$ cat src/pkg/rtc_pkg.sv
// Constants, register map and carrier types of the time and calendar counter bank.
// Assumes a single 100 MHz system clock; all slower rates are enable pulses.
package rtc_pkg;

    // ------------------------------------------------------------
    // Timing
    // ------------------------------------------------------------
    localparam int unsigned SYS_CLK_HZ     = 100_000_000;
    localparam int unsigned TICK_PERIOD_S  = 1;
    localparam int unsigned TICK_CYCLES    = SYS_CLK_HZ * TICK_PERIOD_S;

    // ------------------------------------------------------------
    // Register offsets
    // ------------------------------------------------------------
    localparam logic [7:0] ADDR_SECONDS  = 8'h02;
    localparam logic [7:0] ADDR_MINUTES  = 8'h03;
    localparam logic [7:0] ADDR_HOURS    = 8'h04;
    localparam logic [7:0] ADDR_DAY      = 8'h05;
    localparam logic [7:0] ADDR_WEEKDAY  = 8'h06;
    localparam logic [7:0] ADDR_MONTH    = 8'h07;
    localparam logic [7:0] ADDR_YEAR     = 8'h08;

    // ------------------------------------------------------------
    // Field layout: writable bits of each register
    // ------------------------------------------------------------
    localparam int unsigned RESET_FLAG_BIT = 7;
    localparam int unsigned MERIDIEM_BIT   = 5;
    localparam logic [7:0] MASK_SECONDS   = 8'h7f;
    localparam logic [7:0] MASK_MINUTES   = 8'h7f;
    localparam logic [7:0] MASK_HOURS     = 8'h3f;
    localparam logic [7:0] MASK_HOURS_12  = 8'h1f;
    localparam logic [7:0] MASK_DAY       = 8'h3f;
    localparam logic [7:0] MASK_WEEKDAY   = 8'h07;
    localparam logic [7:0] MASK_MONTH     = 8'h1f;
    localparam logic [7:0] MASK_YEAR      = 8'hff;

    // ------------------------------------------------------------
    // Counter limits (BCD)
    // ------------------------------------------------------------
    localparam logic [7:0] MAX_SECONDS   = 8'h59;
    localparam logic [7:0] MAX_MINUTES   = 8'h59;
    localparam logic [7:0] MAX_HOURS_24  = 8'h23;
    localparam logic [7:0] MAX_HOURS_12  = 8'h12;
    localparam logic [7:0] HOUR_12_FLIP  = 8'h11;
    localparam logic [7:0] MAX_WEEKDAY   = 8'h06;
    localparam logic [7:0] MAX_MONTH     = 8'h12;
    localparam logic [7:0] MAX_YEAR      = 8'h99;
    localparam logic [7:0] MIN_ZERO      = 8'h00;
    localparam logic [7:0] MIN_ONE       = 8'h01;
    localparam logic [7:0] DAYS_31       = 8'h31;
    localparam logic [7:0] DAYS_30       = 8'h30;
    localparam logic [7:0] DAYS_29       = 8'h29;
    localparam logic [7:0] DAYS_28       = 8'h28;
    localparam logic [7:0] MONTH_FEB     = 8'h02;
    localparam logic [7:0] MONTH_APR     = 8'h04;
    localparam logic [7:0] MONTH_JUN     = 8'h06;
    localparam logic [7:0] MONTH_SEP     = 8'h09;
    localparam logic [7:0] MONTH_NOV     = 8'h11;
    localparam logic [2:0] WEEK_START    = 3'h1;

    // ------------------------------------------------------------
    // Reset values
    // ------------------------------------------------------------
    localparam logic [7:0] RST_SECONDS  = 8'h00;
    localparam logic [7:0] RST_MINUTES  = 8'h00;
    localparam logic [7:0] RST_HOURS    = 8'h00;
    localparam logic [7:0] RST_DAY      = 8'h01;
    localparam logic [7:0] RST_WEEKDAY  = 8'h00;
    localparam logic [7:0] RST_MONTH    = 8'h01;
    localparam logic [7:0] RST_YEAR     = 8'h00;

    // ------------------------------------------------------------
    // Carrier types
    // ------------------------------------------------------------
    typedef struct packed {
        logic [7:0] seconds;
        logic [7:0] minutes;
        logic [7:0] hours;
        logic [7:0] day;
        logic [7:0] weekday;
        logic [7:0] month;
        logic [7:0] year;
    } calendar_t;

    typedef struct packed {
        logic       wr;
        logic       rd;
        logic [7:0] addr;
        logic [7:0] wdata;
    } reg_req_t;

endpackage

$ cat src/bcd_step.sv
// One BCD counter step: increments a packed two-digit value or wraps it.
// Assumes the caller gives the current value and its inclusive maximum.
module bcd_step #(
    parameter logic [7:0] MIN_VAL = 8'h00
) (
    // Counter state
    input  wire logic [7:0] i_value,
    input  wire logic [7:0] i_max,
    input  wire logic       i_en,
    // Result
    output logic [7:0]      o_next,
    output logic            o_carry
);

    // Values at or above the limit wrap too, so a bad write cannot stall the chain
    always_comb begin
        o_carry = i_en && (i_value >= i_max);
        if (!i_en) begin
            o_next = i_value;
        end else if (i_value >= i_max) begin
            o_next = MIN_VAL;
        end else if (i_value[3:0] >= 4'h9) begin
            o_next = {i_value[7:4] + 4'h1, 4'h0};
        end else begin
            o_next = {i_value[7:4], i_value[3:0] + 4'h1};
        end
    end

endmodule

$ cat src/rtc_calendar.sv
// Time of day and calendar counter bank with its register port.
// Assumes the serial front end presents single-cycle read and write strobes
// on the system clock, and the hour-format bit comes from same-clock logic.

module rtc_calendar #(
    parameter int unsigned TICK_CYCLES = rtc_pkg::TICK_CYCLES
) (
    // Clock and reset
    input  wire logic                I_SYS_CLK,
    input  wire logic                I_NRST,
    // Configuration
    input  wire logic                I_HOUR_12,
    // Register port
    input  wire logic                I_REG_WR,
    input  wire logic                I_REG_RD,
    input  wire logic [7:0]          I_REG_ADDR,
    input  wire logic [7:0]          I_REG_WDATA,
    output logic [7:0]               O_REG_RDATA,
    // Status
    output rtc_pkg::calendar_t       O_TIME,
    output logic                     O_RESET_OCCURRED_FLAG,
    output logic                     O_SECOND_TICK,
    output logic                     O_NEW_WEEK
);

    // ------------------------------------------------------------
    // Signals
    // ------------------------------------------------------------
    rtc_pkg::reg_req_t  req;
    rtc_pkg::calendar_t cal;
    rtc_pkg::calendar_t next_cal;
    logic [26:0]        div_cnt;
    logic [26:0]        next_div_cnt;
    logic               tick;
    logic               next_tick;
    logic               reset_occurred_flag;
    logic               next_reset_occurred_flag;
    logic               new_week;
    logic               next_new_week;
    logic [7:0]         rdata;
    logic [7:0]         next_rdata;
    logic [7:0]         sec_step;
    logic [7:0]         min_step;
    logic [7:0]         h24_step;
    logic [7:0]         h12_step;
    logic [7:0]         day_step;
    logic [7:0]         wday_step;
    logic [7:0]         month_step;
    logic [7:0]         year_step;
    logic               sec_carry;
    logic               min_carry;
    logic               h24_carry;
    logic               day_carry;
    logic               month_carry;
    logic               hour_carry;
    logic [7:0]         hour_adv;
    logic [7:0]         hour12_value;
    logic               meridiem_indicator;
    logic               leap_year;
    logic [7:0]         month_days;

    assign req = '{wr: I_REG_WR, rd: I_REG_RD, addr: I_REG_ADDR, wdata: I_REG_WDATA};
    assign hour12_value = cal.hours & rtc_pkg::MASK_HOURS_12;
    assign meridiem_indicator = cal.hours[rtc_pkg::MERIDIEM_BIT];

    // ------------------------------------------------------------
    // One second enable divider
    // ------------------------------------------------------------
    always_comb begin
        next_tick = 1'b0;
        if (div_cnt >= 27'(TICK_CYCLES - 1)) begin
            next_div_cnt = '0;
            next_tick    = 1'b1;
        end else begin
            next_div_cnt = div_cnt + 27'h1;
        end
    end

    always_ff @(posedge I_SYS_CLK) begin
        if (!I_NRST) begin
            div_cnt <= '0;
            tick    <= 1'b0;
        end else begin
            div_cnt <= next_div_cnt;
            tick    <= next_tick;
        end
    end

    // ------------------------------------------------------------
    // Carry chain
    // ------------------------------------------------------------
    bcd_step #(.MIN_VAL(rtc_pkg::MIN_ZERO)) u_sec (
        .i_value (cal.seconds),
        .i_max   (rtc_pkg::MAX_SECONDS),
        .i_en    (tick),
        .o_next  (sec_step),
        .o_carry (sec_carry)
    );

    bcd_step #(.MIN_VAL(rtc_pkg::MIN_ZERO)) u_min (
        .i_value (cal.minutes),
        .i_max   (rtc_pkg::MAX_MINUTES),
        .i_en    (sec_carry),
        .o_next  (min_step),
        .o_carry (min_carry)
    );

    bcd_step #(.MIN_VAL(rtc_pkg::MIN_ZERO)) u_h24 (
        .i_value (cal.hours),
        .i_max   (rtc_pkg::MAX_HOURS_24),
        .i_en    (min_carry && !I_HOUR_12),
        .o_next  (h24_step),
        .o_carry (h24_carry)
    );

    // In 12 hour mode the count runs 12, 01 .. 11; 12 wraps to 01
    bcd_step #(.MIN_VAL(rtc_pkg::MIN_ONE)) u_h12 (
        .i_value (hour12_value),
        .i_max   (rtc_pkg::MAX_HOURS_12),
        .i_en    (min_carry && I_HOUR_12),
        .o_next  (h12_step),
        .o_carry ()
    );

    // Leap year: BCD year divisible by 4, year 00 included
    always_comb begin
        if (cal.year[4]) begin
            leap_year = (cal.year[3:0] == 4'h2) || (cal.year[3:0] == 4'h6);
        end else begin
            leap_year = (cal.year[3:0] == 4'h0) || (cal.year[3:0] == 4'h4) ||
                        (cal.year[3:0] == 4'h8);
        end
        if (cal.month == rtc_pkg::MONTH_FEB) begin
            month_days = leap_year ? rtc_pkg::DAYS_29 : rtc_pkg::DAYS_28;
        end else if ((cal.month == rtc_pkg::MONTH_APR) || (cal.month == rtc_pkg::MONTH_JUN) ||
                     (cal.month == rtc_pkg::MONTH_SEP) || (cal.month == rtc_pkg::MONTH_NOV)) begin
            month_days = rtc_pkg::DAYS_30;
        end else begin
            month_days = rtc_pkg::DAYS_31;
        end
    end

    // Hour advance for either format
    always_comb begin
        if (I_HOUR_12) begin
            hour_adv   = {cal.hours[7:6], meridiem_indicator, h12_step[4:0]};
            hour_carry = 1'b0;
            if (min_carry && (hour12_value == rtc_pkg::HOUR_12_FLIP)) begin
                hour_adv[rtc_pkg::MERIDIEM_BIT] = !meridiem_indicator;
                hour_carry = meridiem_indicator;
            end
        end else begin
            hour_adv   = h24_step;
            hour_carry = h24_carry;
        end
    end

    bcd_step #(.MIN_VAL(rtc_pkg::MIN_ONE)) u_day (
        .i_value (cal.day),
        .i_max   (month_days),
        .i_en    (hour_carry),
        .o_next  (day_step),
        .o_carry (day_carry)
    );

    bcd_step #(.MIN_VAL(rtc_pkg::MIN_ZERO)) u_wday (
        .i_value (cal.weekday),
        .i_max   (rtc_pkg::MAX_WEEKDAY),
        .i_en    (hour_carry),
        .o_next  (wday_step),
        .o_carry ()
    );

    bcd_step #(.MIN_VAL(rtc_pkg::MIN_ONE)) u_month (
        .i_value (cal.month),
        .i_max   (rtc_pkg::MAX_MONTH),
        .i_en    (day_carry),
        .o_next  (month_step),
        .o_carry (month_carry)
    );

    bcd_step #(.MIN_VAL(rtc_pkg::MIN_ZERO)) u_year (
        .i_value (cal.year),
        .i_max   (rtc_pkg::MAX_YEAR),
        .i_en    (month_carry),
        .o_next  (year_step),
        .o_carry ()
    );

    // ------------------------------------------------------------
    // Counter registers and register writes
    // ------------------------------------------------------------
    // A write beats the tick for the addressed register only; the others
    // still advance, so a write never costs the clock a second.
    always_comb begin
        next_cal = '{seconds: sec_step,   minutes: min_step,  hours: hour_adv,
                     day:     day_step,   weekday: wday_step,
                     month:   month_step, year:    year_step};
        next_reset_occurred_flag = reset_occurred_flag;
        next_new_week = hour_carry && (wday_step[2:0] == rtc_pkg::WEEK_START);
        if (req.wr) begin
            unique case (req.addr)
                rtc_pkg::ADDR_SECONDS: begin
                    next_cal.seconds = req.wdata & rtc_pkg::MASK_SECONDS;
                    // Writing 0 clears the flag, writing 1 leaves it as it is
                    next_reset_occurred_flag = reset_occurred_flag &&
                                               req.wdata[rtc_pkg::RESET_FLAG_BIT];
                end
                rtc_pkg::ADDR_MINUTES: next_cal.minutes = req.wdata & rtc_pkg::MASK_MINUTES;
                rtc_pkg::ADDR_HOURS:   next_cal.hours   = req.wdata & rtc_pkg::MASK_HOURS;
                rtc_pkg::ADDR_DAY:     next_cal.day     = req.wdata & rtc_pkg::MASK_DAY;
                rtc_pkg::ADDR_WEEKDAY: next_cal.weekday = req.wdata & rtc_pkg::MASK_WEEKDAY;
                rtc_pkg::ADDR_MONTH:   next_cal.month   = req.wdata & rtc_pkg::MASK_MONTH;
                rtc_pkg::ADDR_YEAR:    next_cal.year    = req.wdata & rtc_pkg::MASK_YEAR;
                default: ;
            endcase
        end
    end

    always_ff @(posedge I_SYS_CLK) begin
        if (!I_NRST) begin
            cal <= '{seconds: rtc_pkg::RST_SECONDS, minutes: rtc_pkg::RST_MINUTES,
                     hours:   rtc_pkg::RST_HOURS,   day:     rtc_pkg::RST_DAY,
                     weekday: rtc_pkg::RST_WEEKDAY, month:   rtc_pkg::RST_MONTH,
                     year:    rtc_pkg::RST_YEAR};
            reset_occurred_flag <= 1'b1;
            new_week            <= 1'b0;
        end else begin
            cal                 <= next_cal;
            reset_occurred_flag <= next_reset_occurred_flag;
            new_week            <= next_new_week;
        end
    end

    // ------------------------------------------------------------
    // Register read
    // ------------------------------------------------------------
    always_comb begin
        next_rdata = rdata;
        if (req.rd) begin
            unique case (req.addr)
                rtc_pkg::ADDR_SECONDS: next_rdata = {reset_occurred_flag, cal.seconds[6:0]};
                rtc_pkg::ADDR_MINUTES: next_rdata = cal.minutes;
                rtc_pkg::ADDR_HOURS:   next_rdata = cal.hours;
                rtc_pkg::ADDR_DAY:     next_rdata = cal.day;
                rtc_pkg::ADDR_WEEKDAY: next_rdata = cal.weekday;
                rtc_pkg::ADDR_MONTH:   next_rdata = cal.month;
                rtc_pkg::ADDR_YEAR:    next_rdata = cal.year;
                default:               next_rdata = 8'h00;
            endcase
        end
    end

    always_ff @(posedge I_SYS_CLK) begin
        if (!I_NRST) begin
            rdata <= 8'h00;
        end else begin
            rdata <= next_rdata;
        end
    end

    assign O_REG_RDATA           = rdata;
    assign O_TIME                = cal;
    assign O_RESET_OCCURRED_FLAG = reset_occurred_flag;
    assign O_SECOND_TICK         = tick;
    assign O_NEW_WEEK            = new_week;

    // ------------------------------------------------------------
    // Assertions
    // ------------------------------------------------------------
    property p_bcd_units_carry;
        @(posedge I_SYS_CLK) disable iff (!I_NRST)
        (min_carry && !I_REG_WR && !I_HOUR_12 && cal.hours[3:0] == 4'h9 && cal.hours < 8'h23)
        |=> (cal.hours[3:0] == 4'h0) && (cal.hours[5:4] == $past(cal.hours[5:4]) + 2'h1);
    endproperty
    a_bcd_units_carry: assert property (p_bcd_units_carry) else $error("BCD units did not carry");

    property p_flag_clear;
        @(posedge I_SYS_CLK) disable iff (!I_NRST)
        (I_REG_WR && I_REG_ADDR == 8'h02 && !I_REG_WDATA[7]) |=> !O_RESET_OCCURRED_FLAG ##1 !O_RESET_OCCURRED_FLAG;
    endproperty
    a_flag_clear: assert property (p_flag_clear) else $error("Reset flag not cleared");

    property p_sec_wrap;
        @(posedge I_SYS_CLK) disable iff (!I_NRST)
        (tick && !I_REG_WR && cal.seconds == 8'h59)
        |=> (cal.seconds == 8'h00) && (cal.minutes != $past(cal.minutes));
    endproperty
    a_sec_wrap: assert property (p_sec_wrap) else $error("Seconds did not wrap into minutes");

    property p_min_wrap;
        @(posedge I_SYS_CLK) disable iff (!I_NRST)
        (sec_carry && !I_REG_WR && cal.minutes == 8'h59) |=> cal.minutes == 8'h00;
    endproperty
    a_min_wrap: assert property (p_min_wrap) else $error("Minutes did not wrap");

    property p_hour24_wrap;
        @(posedge I_SYS_CLK) disable iff (!I_NRST)
        (min_carry && !I_REG_WR && !I_HOUR_12 && cal.hours == 8'h23)
        |=> (cal.hours == 8'h00) && (cal.weekday != $past(cal.weekday));
    endproperty
    a_hour24_wrap: assert property (p_hour24_wrap) else $error("24 hour wrap failed");

    property p_hour12_flip;
        @(posedge I_SYS_CLK) disable iff (!I_NRST)
        (min_carry && !I_REG_WR && I_HOUR_12 && cal.hours[4:0] == 5'h11)
        |=> (cal.hours[4:0] == 5'h12) && (cal.hours[5] != $past(cal.hours[5]));
    endproperty
    a_hour12_flip: assert property (p_hour12_flip) else $error("12 hour meridiem flip failed");

    property p_leap_feb;
        @(posedge I_SYS_CLK) disable iff (!I_NRST)
        (hour_carry && !I_REG_WR && cal.month == 8'h02 && cal.day == 8'h28 && cal.year == 8'h04)
        |=> (cal.day == 8'h29) && (cal.month == 8'h02);
    endproperty
    a_leap_feb: assert property (p_leap_feb) else $error("Leap February lost its 29th");

    property p_weekday_wrap;
        @(posedge I_SYS_CLK) disable iff (!I_NRST)
        (hour_carry && !I_REG_WR && cal.weekday == 8'h06) |=> cal.weekday == 8'h00 ##1 !O_NEW_WEEK;
    endproperty
    a_weekday_wrap: assert property (p_weekday_wrap) else $error("Weekday did not wrap");

    property p_month_wrap;
        @(posedge I_SYS_CLK) disable iff (!I_NRST)
        (day_carry && !I_REG_WR && cal.month == 8'h12)
        |=> (cal.month == 8'h01) && (cal.year != $past(cal.year));
    endproperty
    a_month_wrap: assert property (p_month_wrap) else $error("Month did not wrap into year");

    property p_year_wrap;
        @(posedge I_SYS_CLK) disable iff (!I_NRST)
        (month_carry && !I_REG_WR && cal.year == 8'h99) |=> cal.year == 8'h00;
    endproperty
    a_year_wrap: assert property (p_year_wrap) else $error("Year did not wrap");

    property p_unused_zero;
        @(posedge I_SYS_CLK) disable iff (!I_NRST)
        (I_REG_RD && I_REG_ADDR == 8'h06) |=> O_REG_RDATA[7:3] == 5'h00;
    endproperty
    a_unused_zero: assert property (p_unused_zero) else $error("Unassigned weekday bits not zero");

endmodule

$ cat config.mk
export PLATFORM = sky130hd
export DESIGN_NAME = rtc_calendar
export DESIGN_NICKNAME = d
export VERILOG_FILES = /design/src/pkg/rtc_pkg.sv /design/src/bcd_step.sv /design/src/rtc_calendar.sv
export SDC_FILE = /design/constraint.sdc
export NUM_CORES = 1
export LEC_CHECK = 0
export CORE_ASPECT_RATIO = 1.2
export CORE_MARGIN = 1
export CORE_UTILIZATION = 40
export DETAILED_ROUTE_END_ITERATION = 10
export DONT_BUFFER_PORTS = 1
export PLACE_DENSITY = 0.54
export SYNTH_ARGS = -nofsm -noshare
export SYNTH_HDL_FRONTEND = slang
export SYNTH_SLANG_ARGS = --single-unit
$ cat constraint.sdc
create_clock -name I_SYS_CLK -period 5.2 [get_ports I_SYS_CLK]
set_clock_uncertainty 0.05 [all_clocks]
set_input_delay 0.78 -clock I_SYS_CLK [delete_from_list [all_inputs] [get_ports I_SYS_CLK]]
set_output_delay 0.78 -clock I_SYS_CLK [all_outputs]
set_load 0.05 [all_outputs]
==> key figures <==
Timing
  – Final min period: between 4000 and 5000 ps
  – Final hold violation count: 0
  – Max-slew violations: 0
  – Worst Max-Slew Pin Slew: slightly above 1000 ps
  – Final setup fails: 0
  – Final setup TNS: 0 ps
  – RSZ-0062 raised after global routing: false
  – Slew headroom: 32.2%
  – Worst setup margin: around 920 ps
  – Fmax achieved: roughly 230 MHz
  – Final Cycle Share: between 80% and 90%

Detailed routing
  – Initial DRC count: approximately 450
  – Post-DR vias/cell: ~6.1
  – Via count: a little over 5000
  – Routed wire length: 17000 um
  – DRT antenna net count: 0
  – Drt drc: 18
  – Routed wire per std cell: between 20 and 25 um
  – Detailed Routing Iterations Pass 1: 9

Finish
  – Multi-input logic area: around 0.0036 mm^2
  – Area Growth Syn to Fin: 8.28%
  – Final core occ: about 44%
  – Antenna diodes: 0
  – Commonest cells after routing, fill and taps aside: dfxtp_1 (94), nor2_1 (59), nand2_1 (52)
  – Share of cells above drive strength 1: around 6.3%
  – # nets final: approximately 730
  – Commonest non-fill, non-tap cell in the layout: dfxtp_1
  – FF+latch area: approximately 0.0019 mm^2
  – Fillers: 1414

Synth
  – Ys async rst share: 0%
  – Post-synthesis sequential area ratio: between 30% and 40%
  – Synth Warn #: 0
  – Post-synth EDFFs: 0
  – Synth area leader: dfxtp_1
  – Post-synth top flop: dfxtp_1
  – Synth top area share: between 30 and 40%
  – Syn_nets: roughly 740
  – Distinct cells, synth: 66
  – Syn avg cell area: 8.44 um^2
  – Post-synthesis register bit count: between 90 and 100
  – Synth Cell Area: about 0.0057 mm^2
  – Cells after synthesis: ~680
  – Synth top area cells: dfxtp_1 (33%), ha_1 (10%), nor2_1 (3.9%)

Worst setup path
  – Crit Path Max Fanout: 15
  – Levels on crit path: 12
  – CP endpoint kind: flip-flop
  – Buf/Inv on CP: 1
  – CP peak stage delay: between 700 and 800 ps
  – Arrival time at the worst endpoint: roughly 4500 ps
  – Critical-path top delay cell: dfxtp_1
  – CP delay by family, top: simple AND/OR/NAND/NOR gates
  – CP Cell Sequence: inv_1 > ha_1 > or3b_1 > a22o_1 > nand2b_1 > nor4_1 > ha_1 > nand2_1 > o31a_1 > or3_1 > or4_1 > a31oi_1
  – Critical path's most frequent cell: ha_1
  – Worst path required time: about 5400 ps
  – Critical path start-end classification: reg -> reg
  – Reg2Reg Depth: 12
  – CP Launch Type: flip-flop

Floorplanning
  – Die X: 111 um
  – FP Rows: between 40 and 50
  – Die ar.: ~0.015 mm^2
  – Starting Density: about 40%
  – Io pins: roughly 90
  – Die Y: roughly 130 um
  – Core box area: ~0.014 mm^2

Outcome
  – Outcome: complete, but fails checks
  – Failing checks: DRC

Min path
  – Worst min path class: in -> reg
  – Hold Path Depth: 1

Power and ir drop
  – Worst-case vdd ir drop: roughly 160 uV
  – Overall Power: around 1500 uW
  – Pleak: about 0.0022 uW
  – P per Cell Area: approximately 240 mW/mm^2

CTS
  – Total clock sinks: 94
  – Total CTS buffers: 9
  – CTS Hold Bufs: 0
  – Clock Latency Late Sink: 360 ps
  – CTS-repair resized insts: 0
  – CTS tree: built
  – Setup Buffers After CTS: 0
  – Root Buffer: clkbuf_16
  – Clk buf depth: 2
  – Clk pin slew, worst setup/hold paths: about 70 ps
  – H-tree levels: 3

Place
  – PortBufs: 0
  – GP Congestion: 0.901
  – Pre-CTS setup slack: approximately 960 ps
  – Detailed placer's ending HPWL: between 10000 and 15000 um

Global route
  – First-pass GRT wire length: 26900 um
  – Largest net degree at the start of global routing: 32
  – Initial antenna violation count: 0
  – Overflow after GRT: 0
  – GRT Util Overall: between 20% and 30%
  – Vias in the first global route: between 4000 and 5000

Job
  – Max_cap viols: 0
[synth_stat cells, types with 4 or more instances]
cell and number:
dfxtp_1 94, nor2_1 59, nand2_1 52, ha_1 46, nor3_1 40, inv_1 39, o21ai_0 33, nand3_1 30
a21oi_1 26, clkbuf_1 23, xor2_1 18, xnor2_1 17, a31oi_1 10, mux2i_1 9, a21o_1 8, and3_1 8
mux4_2 8, nor4_1 8, a211oi_1 7, a41oi_1 7, nand4_1 7, or3_1 7, a222oi_1 6, a22oi_1 6
nand2b_1 6, o211ai_1 6, or4_1 6, a221oi_1 5, and2_1 5, nor2b_1 5, nor3b_1 5, o22ai_1 5
o31ai_1 5, a311oi_1 4, nor4b_1 4
[cell type report]
| cell class | count | area share (%) |
|---|---|---|
| multi-input combinational | 513 | 57.7 |
| sequential | 94 | 30.5 |
| clock buffer | 9 | 3.65 |
| tap | 171 | 3.47 |
| inverter | 40 | 2.43 |
| clock inverter | 7 | 1.18 |
| timing repair buffer | 9 | 1.10 |
[flip-flops by register name, indices dropped and copies added, names as in the netlist]
signal                 cells
O_TIME                    56
div_cnt                   27
O_REG_RDATA                8
O_NEW_WEEK                 1
O_RESET_OCCURRED_FLAG      1
O_SECOND_TICK              1
[worst paths after layout]
check | start | endpoint | slack [ps]
worst min register to register | div_cnt[0]$_SDFF_PP0_ | div_cnt[0]$_SDFF_PP0_ | 470
worst max register to register | O_TIME[49]$_SDFF_PN0_ | O_TIME[3]$_SDFF_PN0_ | 920
worst max-delay path | O_TIME[49]$_SDFF_PN0_ | O_TIME[3]$_SDFF_PN0_ | 920
worst min-delay path | I_NRST | O_RESET_OCCURRED_FLAG$_SDFFE_PN1P_ | 450
[worst reg2reg max path: cells and delay by family, from the launching register on]
kind	cells	cell delay (ps)
AO/OA/AOI/OAI	3	800
flip-flops	1	740
buffers and inverters	1	180
AND/OR/NAND/NOR	6	2020
adder cells (fa/ha/maj)	2	440
[through the flow]
stage	std cells	hold WS [ps]	area (um^2)
final	843	454	6170
after global routing	843	451	6170
after CTS	843	438	6170
after detailed placement	827	460	5870
after global placement	827	453	5870
after floorplan	675	430	5700
[where the power goes]
part / switching [uW] / leakage [uW] / internal, uW
Clock: 308 / 0.000142 / 374
Sequential: 13.6 / 0.000758 / 725
Combinational: 33.4 / 0.00131 / 21.3
[logic make-up after synthesis]
kind of cell    after synthesis  share of synthesized area [%]
compound gates              157                           19.2
fa+ha+maj                    46                           10.1
simple gates                258                           23.1
mux                          17                           4.74
flops                        94                           33.0
buf+inv                      68                           4.52
xor+xnor                     35                           5.38
[metal layers]
layer	GRT usage [%]	wire, um	vias to the layer above
li1	-	-	2459
met2	37.9	7820	159
met1	29.7	7520	2456
met5	0	0	-
met3	5.13	1210	29
met4	9.74	429	0
(Power assumes the default switching activity.)
